## config.mk

```make
export PLATFORM = sky130hd
export DESIGN_NAME = bss_boot_selector
export DESIGN_NICKNAME = d
export VERILOG_FILES = /design/src/include/bss_pkg.sv /design/src/hw/bss_boot_selector.sv
export VERILOG_INCLUDE_DIRS = /design/src /design/src/include
export SDC_FILE = /design/constraint.sdc
export NUM_CORES = 1
export LEC_CHECK = 0
export ABC_AREA = 1
export BUFFER_PORTS_ARGS = -buffer_cell sky130_fd_sc_hd__buf_2
export CORE_MARGIN = 2
export CORE_UTILIZATION = 45
export CTS_CLUSTER_DIAMETER = 40
export DETAILED_ROUTE_END_ITERATION = 7
export HOLD_SLACK_MARGIN = 0.1
export PLACE_DENSITY = 0.7
export SLEW_MARGIN = 25
export SYNTH_ARGS = -nofsm -noshare
export SYNTH_HDL_FRONTEND = slang
export SYNTH_SLANG_ARGS = --single-unit
```

## constraint.sdc

```tcl
create_clock -name i_clk_sys -period 4.35 [get_ports i_clk_sys]
set_input_delay 0.435 -clock i_clk_sys [delete_from_list [all_inputs] [get_ports i_clk_sys]]
set_output_delay 0.435 -clock i_clk_sys [all_outputs]
set_load 0.05 [all_outputs]
```

## src/include/bss_regs.svh

```systemverilog
// timing counts and settle figures for the boot source selector
`ifndef BSS_REGS_SVH
`define BSS_REGS_SVH
`define BSS_CLK_NS 25
`define BSS_MS_NS 1000000
`define BSS_MS_CYC (`BSS_MS_NS / `BSS_CLK_NS)
`define BSS_LONG_WIN_MS 60000
`define BSS_SHORT_WIN_MS 100
`define BSS_RESTART_MS 3
`define BSS_SETTLE_CYC 16
`endif

```

## src/include/bss_pkg.sv

```systemverilog
// types shared by the boot source selector
package bss_pkg;
    // one-hot boot sequencer states
    typedef enum logic [9:0] {
        BSS_RESTART  = 10'h001,
        BSS_PROBE_UP = 10'h002,
        BSS_PROBE_DN = 10'h004,
        BSS_DECIDE   = 10'h008,
        BSS_SER_SHRT = 10'h010,
        BSS_FLASH    = 10'h020,
        BSS_CARD     = 10'h040,
        BSS_SER_LONG = 10'h080,
        BSS_RUN      = 10'h100,
        BSS_SHUTDOWN = 10'h200
    } bss_state_t;
endpackage

```

## src/hw/bss_boot_selector.sv

```systemverilog
// boot source selector: switch probe, serial windows, flash/card boot, led buffer
//
// Notes on behaviour
// - all off, no card: 60 s serial
// - up switch only: 60 s serial only
// - flash only: 100 ms serial, flash, 60 s
// - flash plus down: flash only, fail shuts down
// - all off with card: card, else 60 s
// - down only: card only, fail shuts down
// - led lights while its line is high
// - all lines float after reset
// - card uses data, cmd, select, clock lines
// - flash swaps clock and select lines
// - both switches share one line, pulled
// - reset holds off; restart 3 ms later
// - every reset re-reads switches
`include "bss_regs.svh"
module bss_boot_selector
    import bss_pkg::*;
#(
    parameter int P_MS_CYCLES = `BSS_MS_CYC,
    parameter int P_LONG_MS = `BSS_LONG_WIN_MS,
    parameter int P_SHORT_MS = `BSS_SHORT_WIN_MS,
    parameter int P_RESTART_MS = `BSS_RESTART_MS
)
(
    input wire logic i_clk_sys,
    input wire logic i_rstn,
    input wire logic i_flash_switch,
    input wire logic i_shared_spi_data_in,
    input wire logic i_shared_spi_data_out_bootsel,
    output logic o_shared_spi_data_out_bootsel,
    output logic o_shared_spi_data_out_bootsel_oe_n,
    output logic o_bootsel_pull_up,
    output logic o_bootsel_pull_dn,
    output logic o_card_select_flash_clock,
    output logic o_card_select_flash_clock_oe_n,
    output logic o_card_clock_flash_select,
    output logic o_card_clock_flash_select_oe_n,
    input wire logic i_eng_sclk,
    input wire logic i_eng_mosi,
    input wire logic i_eng_cs_n,
    output logic o_eng_miso,
    output logic o_flash_load_start,
    output logic o_card_load_start,
    input wire logic i_load_ok,
    input wire logic i_load_fail,
    output logic o_serial_window,
    input wire logic i_serial_loaded,
    output logic o_core_enable,
    output logic o_shutdown,
    input wire logic i_led_line_a,
    input wire logic i_led_line_b,
    output logic o_led_a,
    output logic o_led_b
);
    localparam int SETTLE = `BSS_SETTLE_CYC;

    // refuse figures the counters cannot hold
    if (P_MS_CYCLES < 1 || P_MS_CYCLES > 16777215 || P_LONG_MS < 1 || P_LONG_MS > 65535
        || P_SHORT_MS < 1 || P_SHORT_MS > 65535 || P_RESTART_MS < 1 || P_RESTART_MS > 65535)
    begin : g_bad_param
        $error("bss_boot_selector: timing parameter out of range");
    end

    logic rst_a_r; // reset release, first stage
    logic rst_q_r; // synchronised reset, active low
    logic [4:0] pin_raw; // asynchronous pin inputs
    logic [4:0] sync1_r; // first synchroniser stage
    logic [4:0] sync2_r; // synchronised copy
    bss_state_t state_r; // sequencer state
    bss_state_t state_nxt;
    logic [23:0] div_r; // millisecond divider
    logic ms_tick; // one-cycle millisecond enable
    logic [15:0] ms_r; // milliseconds in the current state
    logic [4:0] settle_r; // probe settle counter
    logic up_on_r; // up switch seen
    logic dn_on_r; // down switch seen
    logic flash_on_r; // flash switch seen
    logic short_done_r; // short window already offered
    logic st_chg; // state changes this cycle
    logic win_end; // current window timed out

    // release reset through two flops
    always_ff @(posedge i_clk_sys or negedge i_rstn)
    begin
        if (!i_rstn)
        begin
            rst_a_r <= 1'b0;
            rst_q_r <= 1'b0;
        end
        else
        begin
            rst_a_r <= 1'b1;
            rst_q_r <= rst_a_r;
        end
    end

    // two-flop synchronisers for every pin input
    assign pin_raw = {i_flash_switch, i_led_line_b, i_led_line_a,
                      i_shared_spi_data_out_bootsel, i_shared_spi_data_in};
    always_ff @(posedge i_clk_sys or negedge rst_q_r)
    begin
        if (!rst_q_r)
        begin
            sync1_r <= 5'h00;
            sync2_r <= 5'h00;
        end
        else
        begin
            sync1_r <= pin_raw;
            sync2_r <= sync1_r;
        end
    end

    // led buffer only listens, lights while line high
    always_ff @(posedge i_clk_sys or negedge rst_q_r)
    begin
        if (!rst_q_r)
        begin
            o_led_a <= 1'b0;
            o_led_b <= 1'b0;
        end
        else
        begin
            o_led_a <= sync2_r[2];
            o_led_b <= sync2_r[3];
        end
    end

    // millisecond tick, restarted on each state change
    assign st_chg = (state_nxt != state_r);
    assign ms_tick = (div_r == 24'(P_MS_CYCLES - 1));
    always_ff @(posedge i_clk_sys or negedge rst_q_r)
    begin
        if (!rst_q_r)
        begin
            div_r <= 24'h000000;
            ms_r <= 16'h0000;
        end
        else if (st_chg)
        begin
            div_r <= 24'h000000;
            ms_r <= 16'h0000;
        end
        else if (ms_tick)
        begin
            div_r <= 24'h000000;
            ms_r <= ms_r + 16'h0001;
        end
        else
        begin
            div_r <= div_r + 24'h000001;
        end
    end

    // window length depends on which window is open
    always_comb
    begin
        win_end = 1'b0;
        if (state_r == BSS_SER_SHRT)
            win_end = ms_tick && (ms_r == 16'(P_SHORT_MS - 1));
        else if (state_r == BSS_SER_LONG)
            win_end = ms_tick && (ms_r == 16'(P_LONG_MS - 1));
    end

    // settle counter for the two probe phases
    always_ff @(posedge i_clk_sys or negedge rst_q_r)
    begin
        if (!rst_q_r)
            settle_r <= 5'h00;
        else if (st_chg)
            settle_r <= 5'h00;
        else if (settle_r != 5'(SETTLE))
            settle_r <= settle_r + 5'h01;
    end

    // latch switch readings, one line read twice
    always_ff @(posedge i_clk_sys or negedge rst_q_r)
    begin
        if (!rst_q_r)
        begin
            up_on_r <= 1'b0;
            dn_on_r <= 1'b0;
            flash_on_r <= 1'b0;
        end
        else if (settle_r == 5'(SETTLE))
        begin
            // low against own pull-up means down switch on
            if (state_r == BSS_PROBE_UP)
                dn_on_r <= !sync2_r[1];
            // high against own pull-down means up switch on
            if (state_r == BSS_PROBE_DN)
            begin
                up_on_r <= sync2_r[1];
                flash_on_r <= sync2_r[4];
            end
        end
    end

    // next state of the boot sequence
    always_comb
    begin
        state_nxt = state_r;
        unique case (state_r)
            BSS_RESTART:
                if (ms_tick && ms_r == 16'(P_RESTART_MS - 1))
                    state_nxt = BSS_PROBE_UP;
            BSS_PROBE_UP:
                if (settle_r == 5'(SETTLE))
                    state_nxt = BSS_PROBE_DN;
            BSS_PROBE_DN:
                if (settle_r == 5'(SETTLE))
                    state_nxt = BSS_DECIDE;
            BSS_DECIDE:
                if (up_on_r && !dn_on_r)
                    state_nxt = BSS_SER_LONG;
                else if (flash_on_r && dn_on_r)
                    state_nxt = BSS_FLASH;
                else if (flash_on_r)
                    state_nxt = BSS_SER_SHRT;
                else
                    state_nxt = BSS_CARD;
            BSS_SER_SHRT:
                if (i_serial_loaded)
                    state_nxt = BSS_RUN;
                else if (win_end)
                    state_nxt = BSS_FLASH;
            BSS_FLASH:
                if (i_load_ok)
                    state_nxt = BSS_RUN;
                else if (i_load_fail)
                    state_nxt = dn_on_r ? BSS_SHUTDOWN : BSS_SER_LONG;
            BSS_CARD:
                if (i_load_ok)
                    state_nxt = BSS_RUN;
                else if (i_load_fail)
                    state_nxt = dn_on_r ? BSS_SHUTDOWN : BSS_SER_LONG;
            BSS_SER_LONG:
                if (i_serial_loaded)
                    state_nxt = BSS_RUN;
                else if (win_end)
                    state_nxt = BSS_SHUTDOWN;
            BSS_RUN:
                state_nxt = BSS_RUN;
            BSS_SHUTDOWN:
                state_nxt = BSS_SHUTDOWN;
            default:
                state_nxt = BSS_RESTART;
        endcase
    end

    // state register, every reset starts over
    always_ff @(posedge i_clk_sys or negedge rst_q_r)
    begin
        if (!rst_q_r)
            state_r <= BSS_RESTART;
        else
            state_r <= state_nxt;
    end

    // short window history, one-cycle loader start pulses
    always_ff @(posedge i_clk_sys or negedge rst_q_r)
    begin
        if (!rst_q_r)
        begin
            short_done_r <= 1'b0;
            o_flash_load_start <= 1'b0;
            o_card_load_start <= 1'b0;
        end
        else
        begin
            if (state_r == BSS_SER_SHRT)
                short_done_r <= 1'b1;
            o_flash_load_start <= st_chg && (state_nxt == BSS_FLASH);
            o_card_load_start <= st_chg && (state_nxt == BSS_CARD);
        end
    end

    // pin drive and status; lines float outside loader states
    always_ff @(posedge i_clk_sys or negedge rst_q_r)
    begin
        if (!rst_q_r)
        begin
            o_shared_spi_data_out_bootsel <= 1'b0;
            o_shared_spi_data_out_bootsel_oe_n <= 1'b1;
            o_card_select_flash_clock <= 1'b0;
            o_card_select_flash_clock_oe_n <= 1'b1;
            o_card_clock_flash_select <= 1'b0;
            o_card_clock_flash_select_oe_n <= 1'b1;
            o_bootsel_pull_up <= 1'b0;
            o_bootsel_pull_dn <= 1'b0;
            o_eng_miso <= 1'b0;
            o_serial_window <= 1'b0;
            o_core_enable <= 1'b0;
            o_shutdown <= 1'b0;
        end
        else
        begin
            o_bootsel_pull_up <= (state_nxt == BSS_PROBE_UP);
            o_bootsel_pull_dn <= (state_nxt == BSS_PROBE_DN);
            o_eng_miso <= sync2_r[0];
            o_shared_spi_data_out_bootsel <= i_eng_mosi;
            if (state_nxt == BSS_FLASH)
            begin
                o_card_select_flash_clock <= i_eng_sclk;
                o_card_clock_flash_select <= i_eng_cs_n;
            end
            else
            begin
                o_card_select_flash_clock <= i_eng_cs_n;
                o_card_clock_flash_select <= i_eng_sclk;
            end
            o_shared_spi_data_out_bootsel_oe_n <=
                !(state_nxt == BSS_FLASH || state_nxt == BSS_CARD);
            o_card_select_flash_clock_oe_n <=
                !(state_nxt == BSS_FLASH || state_nxt == BSS_CARD);
            o_card_clock_flash_select_oe_n <=
                !(state_nxt == BSS_FLASH || state_nxt == BSS_CARD);
            o_serial_window <= (state_nxt == BSS_SER_SHRT) || (state_nxt == BSS_SER_LONG);
            o_core_enable <= (state_nxt == BSS_RUN);
            o_shutdown <= (state_nxt == BSS_SHUTDOWN);
        end
    end
endmodule

```

Yosys cells after proc, flatten, opt, wreduce, memory -nomap -nowiden
Cells that the tools add are included.
Word-level totals
  register bits: 84
  input bits: 13
  output and inout bits: 16
Cells by class
  add/sub/neg operators: 3
  equal/unequal tests: 25
  mux-type cells: 24
  reductions and logical operators: 17
Operator list (count)
  two-way mux 10 bit: 10
  one-hot mux 10 bit (9 select lines): 1
  two-way mux 24 bit: 2
  two-way mux 16 bit: 2
  adder 24 x 1 -> 24 bit (second input constant): 1
  equality test 24 x 16 -> 1 bit (second input constant): 1
  equality test 10 bit (second input constant): 2
  equality test 10 x 2 -> 1 bit (second input constant): 2
  equality test 10 x 3 -> 1 bit (second input constant): 2
  equality test 10 x 5 -> 1 bit (second input constant): 2
  equality test 10 x 6 -> 1 bit (second input constant): 2
  equality test 10 x 7 -> 1 bit (second input constant): 2
  equality test 10 x 8 -> 1 bit (second input constant): 2
  equality test 10 x 9 -> 1 bit (second input constant): 2
  adder 16 x 1 -> 16 bit (second input constant): 1
  equality test 16 bit (second input constant): 1
  equality test 16 x 2 -> 1 bit (second input constant): 1
  equality test 16 x 7 -> 1 bit (second input constant): 1
  two-way mux 7 bit: 2
  equality test 10 x 1 -> 1 bit (second input constant): 1
  equality test 10 x 4 -> 1 bit (second input constant): 1
  two-way mux 5 bit: 2
  inequality test 10 bit: 1
  two-way mux 8 bit: 1
  10 further kinds: 24

Longest topological paths before layout
  depth in word-level cells: 10
  depth in mapped cells: 18
  depth with buffers taken out: 17

Least setup slack after synthesis
No wires, ideal clock.
  path type: register to register
  start: register ms_r[0]
  end: register div_r[16]
  setup time: 68 ps
  arrival time: 2062 ps
  path slack: 2219 ps
  stages on the path, launching flop included: 16
  period minus slack after synthesis: 2131 ps
  cells stage by stage: dfrtp_1 > inv_1 > ha_1 > nand2_1 > nor3_1 > nand4_1 > nand2_2 > nand2_2 > a21oi_4 > nand2_2 > nand2_2 > nand2_2 > nor2_4 > nand4_4 > buf_6 > nor2_4
On the way
  cells in the longest elaborated chain, start to end: 9
RTL lines
  from (decl): line bss_boot_selector.sv:75  | logic [15:0] ms_r;
  from (signal assigned): line bss_boot_selector.sv:149  | ms_r <= ms_r + 16'h0001;
  equality test 16 bit: line bss_boot_selector.sv:164  | win_end = ms_tick && (ms_r == 16'(P_LONG_MS - 1));
  logical AND 1 bit: line bss_boot_selector.sv:164
  two-way mux 1 bit: line bss_boot_selector.sv:163  | else if (state_r == BSS_SER_LONG)
  two-way mux 1 bit: line bss_boot_selector.sv:161  | if (state_r == BSS_SER_SHRT)
  two-way mux 10 bit (on tied branches): line bss_boot_selector.sv:242, bss_boot_selector.sv:227
  two-way mux 10 bit (on tied branches): line bss_boot_selector.sv:240, bss_boot_selector.sv:225
  one-hot mux 10 bit (9 select lines) *: line bss_boot_selector.sv:205  | unique case (state_r)
  via state_nxt[5]: line bss_boot_selector.sv:72  | bss_state_t state_nxt;
  inequality test 10 bit *: line bss_boot_selector.sv:132  | assign st_chg = (state_nxt != state_r);
  two-way mux 24 bit *: line bss_boot_selector.sv:141  | else if (st_chg)
  to (signal assigned): line bss_boot_selector.sv:153  | div_r <= div_r + 24'h000001;
  to (decl): line bss_boot_selector.sv:73  | logic [23:0] div_r;
Mark *: on every way through the listed nets, which the timed path passes. The rest lies on a longest branch.
A chain may end at the register's enable or synchronous reset.

Final worst setup path
  start: register div_r[0]
  end: register div_r[23]
On the way
  cells in the longest elaborated chain, start to end: 9
RTL lines
  equality test 24 x 16 -> 1 bit: line bss_boot_selector.sv:133  | assign ms_tick = (div_r == 24'(P_MS_CYCLES - 1));
  logical AND 1 bit: line bss_boot_selector.sv:164
  two-way mux 1 bit: line bss_boot_selector.sv:163
  two-way mux 1 bit: line bss_boot_selector.sv:161
  two-way mux 10 bit (on tied branches): line bss_boot_selector.sv:242, bss_boot_selector.sv:227
  two-way mux 10 bit (on tied branches): line bss_boot_selector.sv:240, bss_boot_selector.sv:225
  one-hot mux 10 bit (9 select lines): line bss_boot_selector.sv:205
  inequality test 10 bit: line bss_boot_selector.sv:132
  two-way mux 24 bit *: line bss_boot_selector.sv:141
Mark *: on every way between the ends. The rest lies on a longest branch, timed or not.

==> qor.tcl <==
set qor(floorplan.initialDensity) 0.466
set qor(drt_drc_violations_left) 0
set qor(via_per_inst) 4.91
set qor(actual_slew_at_the_worst_max_slew_pin_ns) 0.830
set qor(grt_antenna_before_repair) 0
set qor(cts.path.max_buffers) 2
set qor(timing.hold.worst.class) {in2reg}
set qor(global_route_wire_length_before_repair_mm) 15.8
set qor(synth-seq-cells) 84
set qor(worstPathBufferInverterCount) 1
set qor(finalHoldViolations) 0
set qor(critical_path_class) {reg2reg}
set qor(nets) 594
set qor(cts.repair.resized) 0
set qor(antenna_diodes) 0
set qor(finalWirelength_mm) 9.00
set qor(std_cell_rows) 36
set qor(swShare) 0.239
set qor(grt_overflow_total) 0
set qor(grt_max_degree) 83
set qor(numClockSinks) 84
set qor(ioPinCount) 29
set qor(number_of_global_route_vias_before_repair) 3513
set qor(skew_ns) 0.00837
set qor(drive_above_1_share) 0.189
set qor(cts.root.buffer_cell) {clkbuf_8}
set qor(crit_path_max_incr_delay_ns) 0.63
set qor(min_to) {o_shared_spi_data_out_bootsel}
set qor(cp_data_required_time_ns) 4.61
set qor(r2r_end) {div_r[23]}
set qor(asyncSetResetFlopFracSynth) 1.00
set qor(route.detailed.wl_per_inst_um) 12.6
set qor(netlist-cell-type-count) 41
set qor(ctsHtreeMaxLevel) 3
set qor(fp.dieArea_um2) 11000
set qor(placeableCoreArea_um2) 9820
set qor(cts.reportedPaths.clkPinSlew_ns) 0.09
set qor(critical-path-top-cell-by-count) {nand2_1}
set qor(synth_largest_area_cell) {dfrtp_1}
set qor(fillers) 959
set qor(critical_path.top_delay_family) {simple AND/OR/NAND/NOR gates}
set qor(max_clock_freq_mhz) 327
set qor(rsz0062_at_grt) {false}
set qor(num_vias) 3504
set qor(cap_viol_max_count) 0
set qor(share_seq_of_total_power) 0.555
set qor(crit_chain) {ha_1, nand2_1, nor2_1, nand3_1, nor2_1, nand2_1, inv_1, nand2_1, a21oi_1, nand2_2, nand3_1, nand2_1, nor2_4, nand4_4, nor2_1}
set qor(clock_power_share) 0.420
set qor(synthDominantCellAreaShare) 0.448
set qor(yosys_warnings) 0
set qor(gp_congestion) 0.955
set qor(ys.flop_type) {dfrtp_1}
set qor(maximum_resistive_drop_on_vdd_mv) 0.148
set qor(synthesis.instances) 542
set qor(power-per-cell-area_nw_per_um2) 281
set qor(worst_setup_path_end_kind) {flop}
set qor(place.port_buffers) 28
set qor(timing.hold.worst.start) {i_eng_mosi}
set qor(drt-pass1-iter-count) 4
set qor(number_of_stages_on_the_worst_hold_path) 1
set qor(clock_tree_from_tritoncts) {built}
set qor(run_status) {complete, no violations}
set qor(layout.cells.most_common) {nand2_1}
set qor(detailedRoute.firstIterationViolations) 170
set qor(max-slew-margin-rel) 0.445
set qor(crit-reg2reg-launch) {div_r[0]}
set qor(cp_slowest_cell) {nand4_4}
set qor(antenna_violating_nets_post_route) 0
set qor(detailed_place_hpwl_mm) 6.66
set qor(final_cell_mix) {101 x nand2_1, 82 x nor2_1, 81 x dfrtp_1}
set qor(synth.top_cells.by_area) {dfrtp_1 45%, nand2_1 8.3%, nor2_1 6.7%}
set qor(areaGrowthSynthToFinish_pct) 11.3
set qor(syn_area_per_cell_um2) 8.44
set qor(power.combinational.fraction) 0.025
set qor(worst_skew_pair.late_latency_ns) 0.36
set qor(p_int_mw) 1.09
set qor(timing_max_transition_violations_final) 0
set qor(critPathArrivalTime_ns) 3.33
set qor(synth_fp_nets) 560
set qor(r2r_depth) 15
set qor(power.static_leakage_nw) 2.35
set qor(grtUsageTotal) 0.175
set qor(finalSetupViolCount) 0
set qor(synth-seq-area-share) 0.460
set qor(final.setup.tns_ns) 0
set qor(cts_made_buffers) 9
set qor(synth_edf_count) 0
set qor(cp_max_fo) 24
set qor(synth_area_um2) 4580
set qor(p_sw_uw) 342
set qor(vertical_die_dimension_um) 105
set qor(layout_min_cycle_time_ns) 3.06
set qor(worst_setup_path_start_kind) {flop}
set qor(fin_crit_sh) 0.704
set qor(ff2ff_setup_slack_ns) 1.29
set qor(fin_util) 0.519
set qor(dieWidth_um) 105
## worst max path at each step
stage / startpoint / to / slack (ns) / cells past startpoint
3_5_place_dp: div_r[0] / div_r[23] / 1.31 / 15
4_1_cts: div_r[0] / div_r[23] / 1.28 / 15
6_report: div_r[0] / div_r[23] / 1.29 / 15
3_3_place_gp: div_r[0] / div_r[1] / 1.40 / 15
2_1_floorplan: rst_q_r / div_r[0] / 1.84 / 0
5_1_grt: div_r[0] / div_r[0] / 0.96 / 15
## worst reg2reg max path, cell delays in order, from the launching register on
cell and delay, ns:
dfrtp_1 0.39, ha_1 0.22, nand2_1 0.07, nor2_1 0.11, nand3_1 0.07, nor2_1 0.17, nand2_1 0.13, inv_1 0.15
nand2_1 0.13, a21oi_1 0.17, nand2_2 0.09, nand3_1 0.07, nand2_1 0.10, nor2_4 0.16, nand4_4 0.63, nor2_1 0.31
## registers in the layout, summed over array words and instances, names as in the netlist, 5 cells and up
| name | flops |
|---|---|
| div_r | 24 |
| ms_r | 16 |
| state_r | 10 |
| settle_r | 5 |
| sync1_r | 5 |
| sync2_r | 5 |
## through the flow
stage	hold WS, ns	std cells	total power [mW]	setup WS [ns]	instance area [µm²]
after floorplan	0.139	542	0.829	1.84	4580
after global placement	0.220	696	0.844	1.40	4830
after detailed placement	0.224	696	0.845	1.31	4830
after CTS	0.165	713	1.45	1.28	5070
after global routing	0.156	714	1.49	0.955	5090
final	0.174	714	1.43	1.29	5090
## power groups by stage
stage	registers (mW)	clock network (mW)	logic, mW
final	0.796	0.602	0.0353
after global placement	0.821	0	0.0231
after floorplan	0.827	0	0.00221
after detailed placement	0.822	0	0.0232
after global routing	0.799	0.651	0.0385
after CTS	0.806	0.617	0.0239
## Yosys cell counts, drive strengths merged, types with 2 or more instances
cell type,count
xnor2,3
a31oi,2
nand3,49
nand2,109
or2,3
xor2,34
ha,5
and3,2
buf,7
nand3b,3
nor3,16
o21ai,14
nand4,17
dfrtp,82
nor2,111
dfstp,2
mux2,2
a21oi,3
inv,67
## timing repair
action                                 CTS  global route
hold buffers                             1             0
setup buffers                            0             0
endpoints found under the hold margin    2             0
## area by class of cell
class	instances	area (µm²)	share of cell area
timing repair buffer	31	185	0.0364
clock buffer	10	138	0.0270
inverter	68	256	0.0504
clock inverter	6	83.8	0.0165
sequential	84	2110	0.414
multi-input combinational	382	2160	0.423
tap	133	166	0.0327
## metal layers
| metal | vias to the layer above | GRT usage | share of wire | wire length, µm |
|---|---|---|---|---|
| met5 | - | 0 | 0 | 0 |
| met4 | 0 | 0.0600 | 0.010 | 90 |
| met3 | 9 | 0.0231 | 0.026 | 236 |
| met2 | 54 | 0.296 | 0.49 | 4450 |
| met1 | 1658 | 0.231 | 0.47 | 4220 |
| li1 | 1783 | - | - | - |
## cell families (layout without fill, tap and decap cells)
group | Yosys count | in the layout | synth area share
AO/OA/AOI/OAI | 26 | 26 | 0.0361
multiplexers | 2 | 2 | 0.00492
buffers and inverters | 76 | 115 | 0.0689
AND/OR/NAND/NOR | 311 | 311 | 0.345
flip-flops | 84 | 84 | 0.460
XOR/XNOR | 37 | 37 | 0.0708
adder cells (fa/ha/maj) | 5 | 5 | 0.0137
other | 1 | 1 | 0.000820
No activity file was read; power rests on OpenSTA's default activity.
